--- config.mk ---
export PLATFORM = sky130hd
export DESIGN_NAME = esid_decoder
export DESIGN_NICKNAME = d
export VERILOG_FILES = /design/src/common/esid_pkg.sv /design/src/core/esid_decoder.sv /design/src/core/esid_sync.sv
export VERILOG_INCLUDE_DIRS = /design/src /design/src/common
export SDC_FILE = /design/constraint.sdc
export NUM_CORES = 1
export LEC_CHECK = 0
export BUFFER_PORTS_ARGS = -buffer_cell sky130_fd_sc_hd__buf_4
export CORE_MARGIN = 1
export CORE_UTILIZATION = 51
export DETAILED_ROUTE_END_ITERATION = 12
export PLACE_DENSITY = 0.88
export SLEW_MARGIN = 20
export SYNTH_ARGS = -nofsm -noshare
export SYNTH_HDL_FRONTEND = slang
export SYNTH_SLANG_ARGS = --single-unit
--- constraint.sdc ---
create_clock -name clk -period 2.4 [get_ports clk]
set_input_delay 0.36 -clock clk [delete_from_list [all_inputs] [get_ports clk]]
set_output_delay 0.36 -clock clk [all_outputs]
set_load 0.02 [all_outputs]
--- src/common/esid_defines.svh ---
// constants for the external switch input decoder
// Operation
// - sixteen on/off switch inputs are sampled
// - inputs 1-4 issue run/hold/reset/advance on rise
// - inputs 5-8 take selectable functions
// - soak OR: switch on or in band
// - soak AND: switch on and in band
// - inputs 9-14 select program, BCD or binary
// - BCD: units 1,2,4,8; tens 10,20
// - binary: six bits, weights 1 to 32
// - BCD range limited to 1-39
// - number zero leaves keys and link selecting
// - switch selection only in READY program mode
// - inputs 15/16 cancel channel one/two
// - autoload and sensor check never cancelled
// - dual channel sync ignored for switches
// - run refused if enabled channel lacks program
// - act on changes within 0.2 seconds
// - numbers above 49 are invalid
`ifndef ESID_DEFINES_SVH
`define ESID_DEFINES_SVH
`define ESID_NUM_SW        16
`define ESID_PROG_MAX_BIN  6'h31
`define ESID_PROG_MAX_BCD  6'h27
`define ESID_CLK_HZ        50000000
`define ESID_REACT_MS      200
`define ESID_REACT_CYC     ((`ESID_CLK_HZ / 1000) * `ESID_REACT_MS)
`define ESID_HOLD_MS       400
`endif

--- src/common/esid_pkg.sv ---
// types for the external switch input decoder
package esid_pkg;
   typedef enum logic [2:0] {
      ESID_FN_RAMP_END,
      ESID_FN_FAST,
      ESID_FN_SOAK_OR,
      ESID_FN_SOAK_AND,
      ESID_FN_MANUAL_AUTO,
      ESID_FN_AUTO_TUNING,
      ESID_FN_AUTOLOAD,
      ESID_FN_SENSOR_CHECK
   } esid_fn_type;

   typedef struct packed {
      logic run;
      logic hold;
      logic reset;
      logic segment_advance;
      logic ramp_end;
      logic fast;
      logic manual_auto;
      logic auto_tuning;
   } esid_cmd_type;

   typedef struct packed {
      logic       valid;
      logic [5:0] number;
   } esid_prog_type;
endpackage

--- src/core/esid_decoder.sv ---
// external switch decoder for a two-channel program controller
`timescale 1ns/100ps
`include "esid_defines.svh"
module esid_decoder
   import esid_pkg::*;
(
   input  wire logic          clk,
   input  wire logic          arst_n,
   input  wire logic [15:0]   ext_switch_input,
   input  esid_fn_type        selectable_function_setting [4],
   input  wire logic          program_code_select,
   input  wire logic          dual_channel_sync,
   input  wire logic          ch1_ready,
   input  wire logic          ch2_ready,
   input  wire logic          ch1_has_program,
   input  wire logic          ch2_has_program,
   input  wire logic          ch1_soak_wait,
   input  wire logic          ch2_soak_wait,
   input  wire logic          ch1_pv_in_band,
   input  wire logic          ch2_pv_in_band,
   output esid_cmd_type       ch1_cmd,
   output esid_cmd_type       ch2_cmd,
   output logic [1:0]         soak_release,
   output logic               autoload_pulse,
   output logic               sensor_check_pulse,
   output esid_prog_type      ch1_prog,
   output esid_prog_type      ch2_prog,
   output logic [1:0]         key_select_allowed,
   output logic               run_refused
);
   ////////////////////////////////////////////////////////////////////
   logic [15:0] lvl;
   logic [15:0] rse;
   logic [15:0] fll;

   genvar g;
   generate
      for (g = 0; g < `ESID_NUM_SW; g++) begin : g_sync
         esid_sync u_sync (
            .clk    (clk),
            .arst_n (arst_n),
            .din    (ext_switch_input[g]),
            .level  (lvl[g]),
            .rise   (rse[g]),
            .fall   (fll[g])
         );
      end
   endgenerate

   ////////////////////////////////////////////////////////////////////
   // channel enables; dual_channel_sync deliberately not read
   logic en1;
   logic en2;
   assign en1 = ~lvl[14];
   assign en2 = ~lvl[15];

   // run refused if an enabled channel has no program
   logic run_ok;
   assign run_ok = (ch1_has_program | ~en1) & (ch2_has_program | ~en2);

   function automatic logic fn_pulse(input esid_fn_type sel [4], input esid_fn_type f,
                                     input logic [3:0] r, input logic [3:0] fl,
                                     input logic both);
      logic p;
      p = 1'b0;
      for (int i = 0; i < 4; i++) begin
         if (sel[i] == f) begin
            p = p | r[i] | (both & fl[i]);
         end
      end
      return p;
   endfunction

   function automatic logic fn_level(input esid_fn_type sel [4], input esid_fn_type f,
                                     input logic [3:0] l);
      logic p;
      p = 1'b0;
      for (int i = 0; i < 4; i++) begin
         if (sel[i] == f) begin
            p = p | l[i];
         end
      end
      return p;
   endfunction

   esid_cmd_type raw_d;
   always_comb begin
      raw_d                 = '0;
      raw_d.run             = rse[0] & run_ok;
      raw_d.hold            = rse[1];
      raw_d.reset           = rse[2];
      raw_d.segment_advance = rse[3];
      raw_d.ramp_end    = fn_pulse(selectable_function_setting, ESID_FN_RAMP_END,
                                   rse[7:4], fll[7:4], 1'b0);
      raw_d.fast        = fn_pulse(selectable_function_setting, ESID_FN_FAST,
                                   rse[7:4], fll[7:4], 1'b0);
      raw_d.manual_auto = fn_pulse(selectable_function_setting, ESID_FN_MANUAL_AUTO,
                                   rse[7:4], fll[7:4], 1'b1);
      raw_d.auto_tuning = fn_pulse(selectable_function_setting, ESID_FN_AUTO_TUNING,
                                   rse[7:4], fll[7:4], 1'b1);
   end

   // command pulses, registered: about 3 cycles after a pin change, far inside 0.2 s
   always_ff @(posedge clk or negedge arst_n) begin
      if (!arst_n) begin
         ch1_cmd <= '0;
         ch2_cmd <= '0;
      end else begin
         ch1_cmd <= en1 ? raw_d : '0;
         ch2_cmd <= en2 ? raw_d : '0;
      end
   end

   // not gated by cancel inputs
   always_ff @(posedge clk or negedge arst_n) begin
      if (!arst_n) begin
         autoload_pulse     <= 1'b0;
         sensor_check_pulse <= 1'b0;
      end else begin
         autoload_pulse     <= fn_pulse(selectable_function_setting, ESID_FN_AUTOLOAD,
                                        rse[7:4], fll[7:4], 1'b0);
         sensor_check_pulse <= fn_pulse(selectable_function_setting, ESID_FN_SENSOR_CHECK,
                                        rse[7:4], fll[7:4], 1'b0);
      end
   end

   ////////////////////////////////////////////////////////////////////
   logic soak_or_sw;
   logic soak_and_sw;
   logic soak_or_used;
   logic soak_and_used;
   always_comb begin
      soak_or_sw    = fn_level(selectable_function_setting, ESID_FN_SOAK_OR, lvl[7:4]);
      soak_and_sw   = fn_level(selectable_function_setting, ESID_FN_SOAK_AND, lvl[7:4]);
      soak_or_used  = fn_level(selectable_function_setting, ESID_FN_SOAK_OR, 4'hF);
      soak_and_used = fn_level(selectable_function_setting, ESID_FN_SOAK_AND, 4'hF);
   end

   // with neither form assigned, the band alone releases the wait
   function automatic logic soak_rel(input logic en, input logic band);
      logic r;
      r = band;
      if (en && soak_and_used) begin
         r = soak_and_sw & band;
      end else if (en && soak_or_used) begin
         r = soak_or_sw | band;
      end
      return r;
   endfunction

   always_ff @(posedge clk or negedge arst_n) begin
      if (!arst_n) begin
         soak_release <= 2'h0;
      end else begin
         soak_release[0] <= ch1_soak_wait & soak_rel(en1, ch1_pv_in_band);
         soak_release[1] <= ch2_soak_wait & soak_rel(en2, ch2_pv_in_band);
      end
   end

   ////////////////////////////////////////////////////////////////////
   logic [5:0] prog_num;
   logic       prog_ok;
   always_comb begin
      if (program_code_select) begin
         prog_num = lvl[13:8];
         prog_ok  = prog_num <= `ESID_PROG_MAX_BIN;
      end else begin
         prog_num = 6'({2'h0, lvl[11:8]} + 6'(lvl[12]) * 6'h0A
                       + 6'(lvl[13]) * 6'h14);
         prog_ok  = (lvl[11:8] <= 4'h9) && (prog_num <= `ESID_PROG_MAX_BCD);
      end
   end

   always_ff @(posedge clk or negedge arst_n) begin
      if (!arst_n) begin
         ch1_prog <= '0;
         ch2_prog <= '0;
      end else begin
         ch1_prog.number <= prog_num;
         ch2_prog.number <= prog_num;
         ch1_prog.valid  <= en1 & ch1_ready & prog_ok & (prog_num != 6'h00);
         ch2_prog.valid  <= en2 & ch2_ready & prog_ok & (prog_num != 6'h00);
      end
   end

   always_ff @(posedge clk or negedge arst_n) begin
      if (!arst_n) begin
         key_select_allowed <= 2'h3;
         run_refused        <= 1'b0;
      end else begin
         key_select_allowed[0] <= ~en1 | (prog_num == 6'h00);
         key_select_allowed[1] <= ~en2 | (prog_num == 6'h00);
         run_refused           <= rse[0] & (en1 | en2) & ~run_ok;
      end
   end

   ////////////////////////////////////////////////////////////////////
   property p_cancel1;
      @(posedge clk) disable iff (!arst_n) $past(lvl[14]) |-> ch1_cmd == '0;
   endproperty
   a_cancel1: assert property (p_cancel1) else $error("cancelled ch1 got command");

   property p_run_refuse;
      @(posedge clk) disable iff (!arst_n)
         (rse[0] && en1 && !ch1_has_program) |=> !ch1_cmd.run && !ch2_cmd.run;
   endproperty
   a_run_refuse: assert property (p_run_refuse) else $error("run not refused");

   property p_prog_range;
      @(posedge clk) disable iff (!arst_n)
         ch1_prog.valid |-> ch1_prog.number >= 6'h01 && ch1_prog.number <= `ESID_PROG_MAX_BIN;
   endproperty
   a_prog_range: assert property (p_prog_range) else $error("bad program number");

   property p_bcd_limit;
      @(posedge clk) disable iff (!arst_n)
         (!$past(program_code_select) && ch2_prog.valid) |-> ch2_prog.number <= `ESID_PROG_MAX_BCD;
   endproperty
   a_bcd_limit: assert property (p_bcd_limit) else $error("bcd beyond 39");

   property p_ready_only;
      @(posedge clk) disable iff (!arst_n) !$past(ch1_ready) |-> !ch1_prog.valid;
   endproperty
   a_ready_only: assert property (p_ready_only) else $error("selection outside ready");

   property p_hold_edge;
      @(posedge clk) disable iff (!arst_n) (rse[1] && en2) |=> ch2_cmd.hold;
   endproperty
   a_hold_edge: assert property (p_hold_edge) else $error("hold edge lost");

   property p_soak_and;
      @(posedge clk) disable iff (!arst_n)
         (en1 && soak_and_used && !ch1_pv_in_band) |=> !soak_release[0];
   endproperty
   a_soak_and: assert property (p_soak_and) else $error("and release without band");

   property p_autoload;
      @(posedge clk) disable iff (!arst_n)
         (rse[4] && selectable_function_setting[0] == ESID_FN_AUTOLOAD) |=> autoload_pulse;
   endproperty
   a_autoload: assert property (p_autoload) else $error("autoload lost");
endmodule

--- src/core/esid_sync.sv ---
// two-flop synchroniser with edge pulses for one input
`timescale 1ns/100ps
module esid_sync (
   input  wire logic clk,
   input  wire logic arst_n,
   input  wire logic din,
   output logic      level,
   output logic      rise,
   output logic      fall
);
   logic meta_q;
   logic sync_q;
   logic prev_q;

   always_ff @(posedge clk or negedge arst_n) begin
      if (!arst_n) begin
         meta_q <= 1'b0;
         sync_q <= 1'b0;
         prev_q <= 1'b0;
      end else begin
         meta_q <= din;
         sync_q <= meta_q;
         prev_q <= sync_q;
      end
   end

   assign level = sync_q;
   assign rise  = sync_q & ~prev_q;
   assign fall  = ~sync_q & prev_q;

   property p_rise_once;
      @(posedge clk) disable iff (!arst_n) rise |=> !rise;
   endproperty
   a_rise_once: assert property (p_rise_once) else $error("rise pulse too long");
endmodule

==> metrics.txt, run 1 <==
status complete, no violations; area growth from synthesis to layout 29.8%; half-perimeter wire length after placement 3800 um; pin count of the biggest net entering global routing 72; reported net switching power 0.000632 W; DIE AREA 5750 um^2; Worst Tran Pin Value 0.815 ns; endpoint kind of the worst setup timing path flop; aggregate routed wire length 5430 um; kind of start point of the critical path flop; post-synthesis cell area 2780 um^2; number of clock sinks 71; post-route insts no fill 363; most heavily used metal layer in global routing met2; slowest stage delay, CP 0.58 ns; achievable clock frequency 0.439 GHz; clock-pin slew reported for the worst setup and hold paths after clock tree synthesis 0.07 ns; proportion of power drawn by the clock network 35.3%; count of cell types in the netlist 45; kind of critical path reg -> reg; final hold slack 0.139 ns; net count of the mapped netlist 261; I/O pin count 77; TritonCTS clock tree yes; share of final-layout standard cells stronger than drive strength 1 36.9%; area of combinational cells with multiple inputs 937 um^2; die width 75.8 um; Inserted Clock Buffers 9; fraction of power consumed by combinational cells 14.1%; largest clock skew in the final design 0.00445 ns; syn_area_per_cell 13.0 um^2; number of antenna diodes 0; initial core utilization 53.7%; Worst R2R Start g_sync[11].u_sync.level$_DFF_PN0_; Hold Path Class in -> async; smallest setup slack after layout 0.121 ns; met1 Use GR 28.1%; 1st-iter DRT viols 144; dominant synthesized flop cell sky130_fd_sc_hd__dfrtp_1; Crit path buffers/inverters 1; shortest clock period the worst path allows after layout 2.28 ns; ANT nets after route 0; unrepaired setup endpoints after global routing no; cell-by-cell listing of the critical path ha_1, inv_1, fa_1, nor3b_2, a21oi_2, nor4b_4, nor4bb_1; PD cells 712 nW/um^2; Max VDD drop 570 uV; storage element area 1780 um^2; final net count 336; total congestion overflow 0; Clock Root Buffer sky130_fd_sc_hd__clkbuf_8; total of flip-flops plus latches after synthesis 71; Filler Cells Inserted 372; worst endpoint data arrival time 2.46 ns; GRT Resource Usage Total 20.9%; fraction of registers with async set or reset after synthesis 100%; M3 GR Usage 6.08%; post-synthesis cell count 213; Via density 5.36; fraction of met2 tracks used by global routing 32.1%; number of flops mapped to enable cells by yosys 0; Pre-Repair DR Iteration Count 4; Core Region 5170 um^2; PnR Total Power 0.00257 W; routed length per instance 15.0 um; biggest fanout along the worst timing path 5; final number of hold-violating endpoints 0; final setup violation count 0; number of antenna violations at the first check in global routing 0; Total Negative Setup Slacks 0 ns; standard cell with the maximum stage delay on the critical path sky130_fd_sc_hd__fa_1; max-slew headroom at the worst pin 45.7%; global-route wire length before repair 8540 um; Switching Fraction 24.6%; count of pins over their slew limit 0; dpl ws 0.0136 ns; family of cells with the greatest summed delay on the critical path adder cells; cell internal pwr 0.00194 W; CTS Buffer Depth 2; total of hold buffers inserted after clock tree synthesis 0; crit path launch g_sync[11].u_sync.level$_DFF_PN0_; cell total after placement 346; vias in the first global route 1,854; later-pin clock latency in the skew report 0.32 ns; count of warnings emitted by yosys 0; DRC 0; total number of vias 1,947; Pleak 1.70 nW; critical path required time 2.59 ns; number of standard-cell rows in the floorplan 26; part of the power in registers 50.6%; sequential element share of the synthesized area 64.0%; vertical die dimension 75.8 um; Port Buffers 75; max_cap viols 0; final weighted congestion in routability-driven placement 0.870; final critical-path share of the clock period 95.0%; Clock H-tree levels 3
==> Yosys cell counts, types with 4 or more instances <==
master | count | area share [%]
sky130_fd_sc_hd__buf_4 | 9 | 2.4
sky130_fd_sc_hd__dfrtp_1 | 69 | 62
sky130_fd_sc_hd__nand2_1 | 7 | 0.95
sky130_fd_sc_hd__nand2b_1 | 4 | 0.90
sky130_fd_sc_hd__nor2_1 | 19 | 2.6
sky130_fd_sc_hd__nor2b_1 | 4 | 0.90
sky130_fd_sc_hd__inv_1 | 9 | 1.2
sky130_fd_sc_hd__a21oi_1 | 4 | 0.72
sky130_fd_sc_hd__nand4_1 | 10 | 2.3
sky130_fd_sc_hd__nor4b_1 | 5 | 1.6
sky130_fd_sc_hd__a31oi_1 | 5 | 1.1
sky130_fd_sc_hd__nand4b_1 | 7 | 2.2
sky130_fd_sc_hd__ha_1 | 7 | 3.2
sky130_fd_sc_hd__nor3b_1 | 8 | 2.2
sky130_fd_sc_hd__xor2_1 | 4 | 1.3
==> repair_timing <==
action | in CTS | in global routing
gates resized for setup | 0 | 11
setup buffers | 0 | 1
setup endpoints to repair | 0 | 4
==> final timing paths <==
check                                                     end  slack [ns]  depth (start not counted)
hold reg to reg              g_sync[6].u_sync.level$_DFF_PN0_        0.35                          0
max in group asynchronous   g_sync[13].u_sync.level$_DFF_PN0_        1.74                          1
setup / recovery                        ch2_prog[6]$_DFF_PN0_        0.12                          7
hold / removal             g_sync[11].u_sync.meta_q$_DFF_PN0_        0.14                          1
setup reg to reg                        ch2_prog[6]$_DFF_PN0_        0.12                          7
min in group clk           g_sync[10].u_sync.meta_q$_DFF_PN0_        0.14                          1
==> power groups by stage <==
| stage | sequential, W | clock [W] | combinational, W |
|---|---|---|---|
| finish | 0.00130 | 0.000908 | 0.000362 |
| global route | 0.00131 | 0.000979 | 0.000396 |
| CTS | 0.00130 | 0.000924 | 0.000341 |
| detailed placement | 0.00132 | 0 | 0.000339 |
| global placement | 0.00132 | 0 | 0.000335 |
| floorplan | 0.00135 | 0 | 0.000149 |
==> flip-flops by register name, summed over array words and instances, names as in the netlist <==
register / flops
run_refused: 1
g_sync.u_sync.prev_q: 8
soak_release: 2
g_sync.u_sync.level: 16
ch2_prog: 7
ch2_cmd: 8
ch1_cmd: 8
sensor_check_pulse: 1
autoload_pulse: 1
g_sync.u_sync.meta_q: 16
ch1_prog: 1
key_select_allowed: 2
==> metal layers <==
metal / wire, um / vias to the layer above
met3: 348 / 8
met1: 2330 / 951
met4: 70 / 0
li1: - / 909
met5: 0 / -
met2: 2680 / 79
==> cell type report <==
type | instances | area share (%)
timing repair buffer | 77 | 16.0
sequential | 71 | 49.3
inverter | 9 | 0.937
clock inverter | 3 | 1.18
multi-input combinational | 120 | 26.0
tap | 70 | 2.43
clock buffer | 13 | 4.13
==> stage by stage <==
step | area (um^2) | util (%)
final | 3610 | 69.7
after detailed placement | 3350 | 64.7
after CTS | 3540 | 68.4
after global routing | 3610 | 69.7
after global placement | 3350 | 64.7
after floorplan | 2780 | -
==> placed cells by master, fill, tap and decap left out, drive strengths merged, types with 7 or more instances in the layout <==
master   n
nor3b    8
nand4b   7
clkbuf  13
inv      9
dfrtp   69
nor2    19
nand2    7
ha       7
nand4   10
buf     77
==> kinds of logic (layout without fill, tap and decap cells) <==
group | Yosys count | after routing | share of synthesized area [%]
buf+inv | 22 | 102 | 4.50
simple gates | 82 | 82 | 18.7
compound gates | 24 | 24 | 6.84
fa+ha+maj | 8 | 8 | 3.87
flops | 71 | 71 | 64.0
xor+xnor | 4 | 4 | 1.26
mux | 2 | 2 | 0.810
Note: power is estimated with default switching activity, not from simulation.
==> inputs of run 2 (changes only) <==
ABC_AREA = 1   (was default)
==> metrics.txt, run 2 <==
status complete, no violations (unchanged); library cell with the largest summed area after synthesis sky130_fd_sc_hd__dfrtp_1 (unchanged); initial core utilization 53.6% (was 53.7%); fraction of power consumed by combinational cells 13.2% (was 14.1%); final weighted congestion in routability-driven placement 0.942 (was 0.870); critical path required time 2.62 ns (was 2.59 ns); Core Region 5170 um^2 (unchanged); kind of start point of the critical path flop (unchanged); CTS Buffer Depth 2 (unchanged); GRT Resource Usage Total 21.9% (was 20.9%); sequential element share of the synthesized area 64.2% (was 64.0%); Max VDD drop 459 uV (was 570 uV); Worst Tran Pin Value 0.837 ns (was 0.815 ns); met2 routed wirelength 2850 um (was 2680 um); max-slew headroom at the worst pin 44.2% (was 45.7%); largest clock skew in the final design 0.00854 ns (was 0.00445 ns); most frequent cells in the layout sky130_fd_sc_hd__buf_4 (75), sky130_fd_sc_hd__dfrtp_1 (69), sky130_fd_sc_hd__nand2_1 (38) (was sky130_fd_sc_hd__buf_4 (77), sky130_fd_sc_hd__dfrtp_1 (69), sky130_fd_sc_hd__nor2_1 (19)); cell internal pwr 0.00191 W (was 0.00194 W); endpoint kind of the worst setup timing path flop (unchanged); count of warnings emitted by yosys 0 (unchanged); total of flip-flops plus latches after synthesis 71 (unchanged); routed length per instance 13.3 um (was 15.0 um); DIE AREA 5740 um^2 (was 5750 um^2); final net count 393 (was 336); later-pin clock latency in the skew report 0.34 ns (was 0.32 ns); vertical die dimension 75.7 um (was 75.8 um); PD cells 723 nW/um^2 (was 712 nW/um^2); ANT nets after route 0 (unchanged); count leader, synth sky130_fd_sc_hd__dfrtp_1 (unchanged); reported net switching power 0.000659 W (was 0.000632 W); leading post-synthesis cells by instance count sky130_fd_sc_hd__dfrtp_1 (69), sky130_fd_sc_hd__nand2_1 (38), sky130_fd_sc_hd__nor2_1 (36) (was sky130_fd_sc_hd__dfrtp_1 (69), sky130_fd_sc_hd__nor2_1 (19), sky130_fd_sc_hd__nand4_1 (10)); Port Buffers 75 (unchanged); vias in the first global route 2,011 (was 1,854); Worst R2R Start g_sync[13].u_sync.level$_DFF_PN0_ (was g_sync[11].u_sync.level$_DFF_PN0_); post-cts sizing count 0 (unchanged); area growth from synthesis to layout 28.3% (was 29.8%); most frequent standard cell in the layout excluding fill and tap cells sky130_fd_sc_hd__buf_4 (unchanged); Inserted Clock Buffers 9 (unchanged); Clock Root Buffer sky130_fd_sc_hd__clkbuf_8 (unchanged); total congestion overflow 0 (unchanged); I/O pin count 77 (unchanged); net count of the mapped netlist 317 (was 261); part of the power in registers 50.5% (was 50.6%); storage element area 1780 um^2 (unchanged); half-perimeter wire length after placement 4200 um (was 3800 um); final hold slack 0.118 ns (was 0.139 ns); post-synthesis cell count 269 (was 213); global-route wire length before repair 8740 um (was 8540 um); total number of vias 2,103 (was 1,947); dominant synthesized flop cell sky130_fd_sc_hd__dfrtp_1 (unchanged); final critical-path share of the clock period 89.9% (was 95.0%); number of flops mapped to enable cells by yosys 0 (unchanged); PnR Total Power 0.00257 W (about the same); metal1 wirelength 2240 um (was 2330 um); count of pins over their slew limit 0 (unchanged); number of clock sinks 71 (unchanged); WL met3 374 um (was 348 um); count of cell types in the netlist 29 (was 45); fraction of registers with async set or reset after synthesis 100% (unchanged); Total Negative Setup Slacks 0 ns (unchanged); final number of hold-violating endpoints 0 (unchanged); syn_area_per_cell 10.3 um^2 (was 13.0 um^2); number of antenna violations at the first check in global routing 0 (unchanged); area of combinational cells with multiple inputs 796 um^2 (was 937 um^2); Hold Path Class in -> async (unchanged); post-synthesis cell area 2770 um^2 (was 2780 um^2); worst endpoint data arrival time 2.38 ns (was 2.46 ns); crit path launch g_sync[13].u_sync.level$_DFF_PN0_ (was g_sync[11].u_sync.level$_DFF_PN0_); achievable clock frequency 0.463 GHz (was 0.439 GHz); kind of critical path reg -> reg (unchanged); area fraction of the dominant cell type after synthesis 62.3% (was 62.1%); unrepaired setup endpoints after global routing no (unchanged); cell types occupying the most area after synthesis sky130_fd_sc_hd__dfrtp_1 (62%), sky130_fd_sc_hd__nand2_1 (5.1%), sky130_fd_sc_hd__nor2_1 (4.9%) (was sky130_fd_sc_hd__dfrtp_1 (62%), sky130_fd_sc_hd__ha_1 (3.2%), sky130_fd_sc_hd__nor2_1 (2.6%)); 1st-iter DRT viols 89 (was 144); dpl ws 0.268 ns (was 0.0136 ns); die width 75.7 um (was 75.8 um); Pre-Repair DR Iteration Count 4 (unchanged); smallest setup slack after layout 0.242 ns (was 0.121 ns); Clock H-tree levels 3 (unchanged); Filler Cells Inserted 404 (was 372); cell total after placement 404 (was 346); final setup violation count 0 (unchanged); clock-pin slew reported for the worst setup and hold paths after clock tree synthesis 0.07 ns (about the same); TritonCTS clock tree yes (unchanged); share of final-layout standard cells stronger than drive strength 1 28.9% (was 36.9%); Via density 5.01 (was 5.36); total of hold buffers inserted after clock tree synthesis 0 (unchanged); Pleak 1.85 nW (was 1.70 nW); pin count of the biggest net entering global routing 72 (unchanged); post-route insts no fill 420 (was 363); biggest fanout along the worst timing path 3 (was 5); aggregate routed wire length 5580 um (was 5430 um); shortest clock period the worst path allows after layout 2.16 ns (was 2.28 ns); DRC 0 (unchanged); post-CTS repair timing setup buffer count 0 (unchanged); number of antenna diodes 0 (unchanged); topmost layer with routed signal wires met4 (unchanged); Switching Fraction 25.6% (was 24.6%); max_cap viols 0 (unchanged); proportion of power drawn by the clock network 36.3% (was 35.3%); number of standard-cell rows in the floorplan 26 (unchanged)
[run 2: changes by cell type after synthesis, sizes merged, moves of 5 or more]
cell / previous run / this run
nand2: 7 / 38
inv: 9 / 36
nor2: 19 / 38
nand3: 3 / 18
o21ai: 2 / 15
nor3: 2 / 11
nor3b: 8 / 0
nand4b: 7 / 0
nor4b: 6 / 0
a31oi: 5 / 0
[run 2: cell families (layout without fill, tap and decap cells)]
family	Yosys count	in the layout	share of synthesized area, %
simple gates	120	120	19.4
buf+inv	46	127	7.13
flops	71	71	64.2
compound gates	22	22	4.83
fa+ha+maj	8	8	3.88
xor+xnor	2	2	0.632
[run 2: metrics by stage]
stage	util (%)	instance area (um^2)
2_1_floorplan	-	2770
3_5_place_dp	65.0	3360
4_1_cts	68.8	3560
5_1_grt	68.8	3560
3_3_place_gp	65.0	3360
6_report	68.8	3560
[run 2: power by group through the flow]
stage / logic (W) / clock network [W] / registers (W)
4_1_cts: 0.000344 / 0.000951 / 0.00130
3_3_place_gp: 0.000332 / 0 / 0.00132
3_5_place_dp: 0.000342 / 0 / 0.00132
5_1_grt: 0.000381 / 0.000995 / 0.00131
2_1_floorplan: 0.000147 / 0 / 0.00135
6_report: 0.000340 / 0.000933 / 0.00130
[run 2: path summary, 6_finish.rpt]
path	to	slack, ns	depth (start not counted)
worst max-delay path	ch1_prog[6]$_DFF_PN0_	0.24	9
worst min-delay path	g_sync[5].u_sync.meta_q$_DFF_PN0_	0.12	1
worst max register to register	ch1_prog[6]$_DFF_PN0_	0.24	9
worst min register to register	g_sync[8].u_sync.level$_DFF_PN0_	0.35	0
max in group asynchronous	g_sync[4].u_sync.prev_q$_DFF_PN0_	1.73	1
min in group clk	g_sync[14].u_sync.meta_q$_DFF_PN0_	0.12	1
[run 2: final cells by class]
cell class | count | share of cell area, %
timing repair buffer | 75 | 15.8
multi-input combinational | 152 | 22.4
clock buffer | 11 | 3.97
tap | 70 | 2.46
sequential | 71 | 50.0
clock inverter | 5 | 1.58
inverter | 36 | 3.80
[run 2: metal layers]
metal | vias up | GRT usage (%)
met5 | - | 0
met4 | 0 | 11.1
met3 | 12 | 5.82
met2 | 75 | 38.1
met1 | 998 | 24.9
li1 | 1018 | -
[run 2: worst max-delay path: stages, from the launching register on]
cell                      delay [ns]
sky130_fd_sc_hd__dfrtp_1        0.42
sky130_fd_sc_hd__ha_1           0.29
sky130_fd_sc_hd__ha_1           0.18
sky130_fd_sc_hd__inv_1          0.06
sky130_fd_sc_hd__fa_1           0.49
sky130_fd_sc_hd__o21ai_0        0.12
sky130_fd_sc_hd__nor2_2         0.12
sky130_fd_sc_hd__nand2_1        0.06
sky130_fd_sc_hd__nor3_2         0.24
sky130_fd_sc_hd__nor2_1         0.06
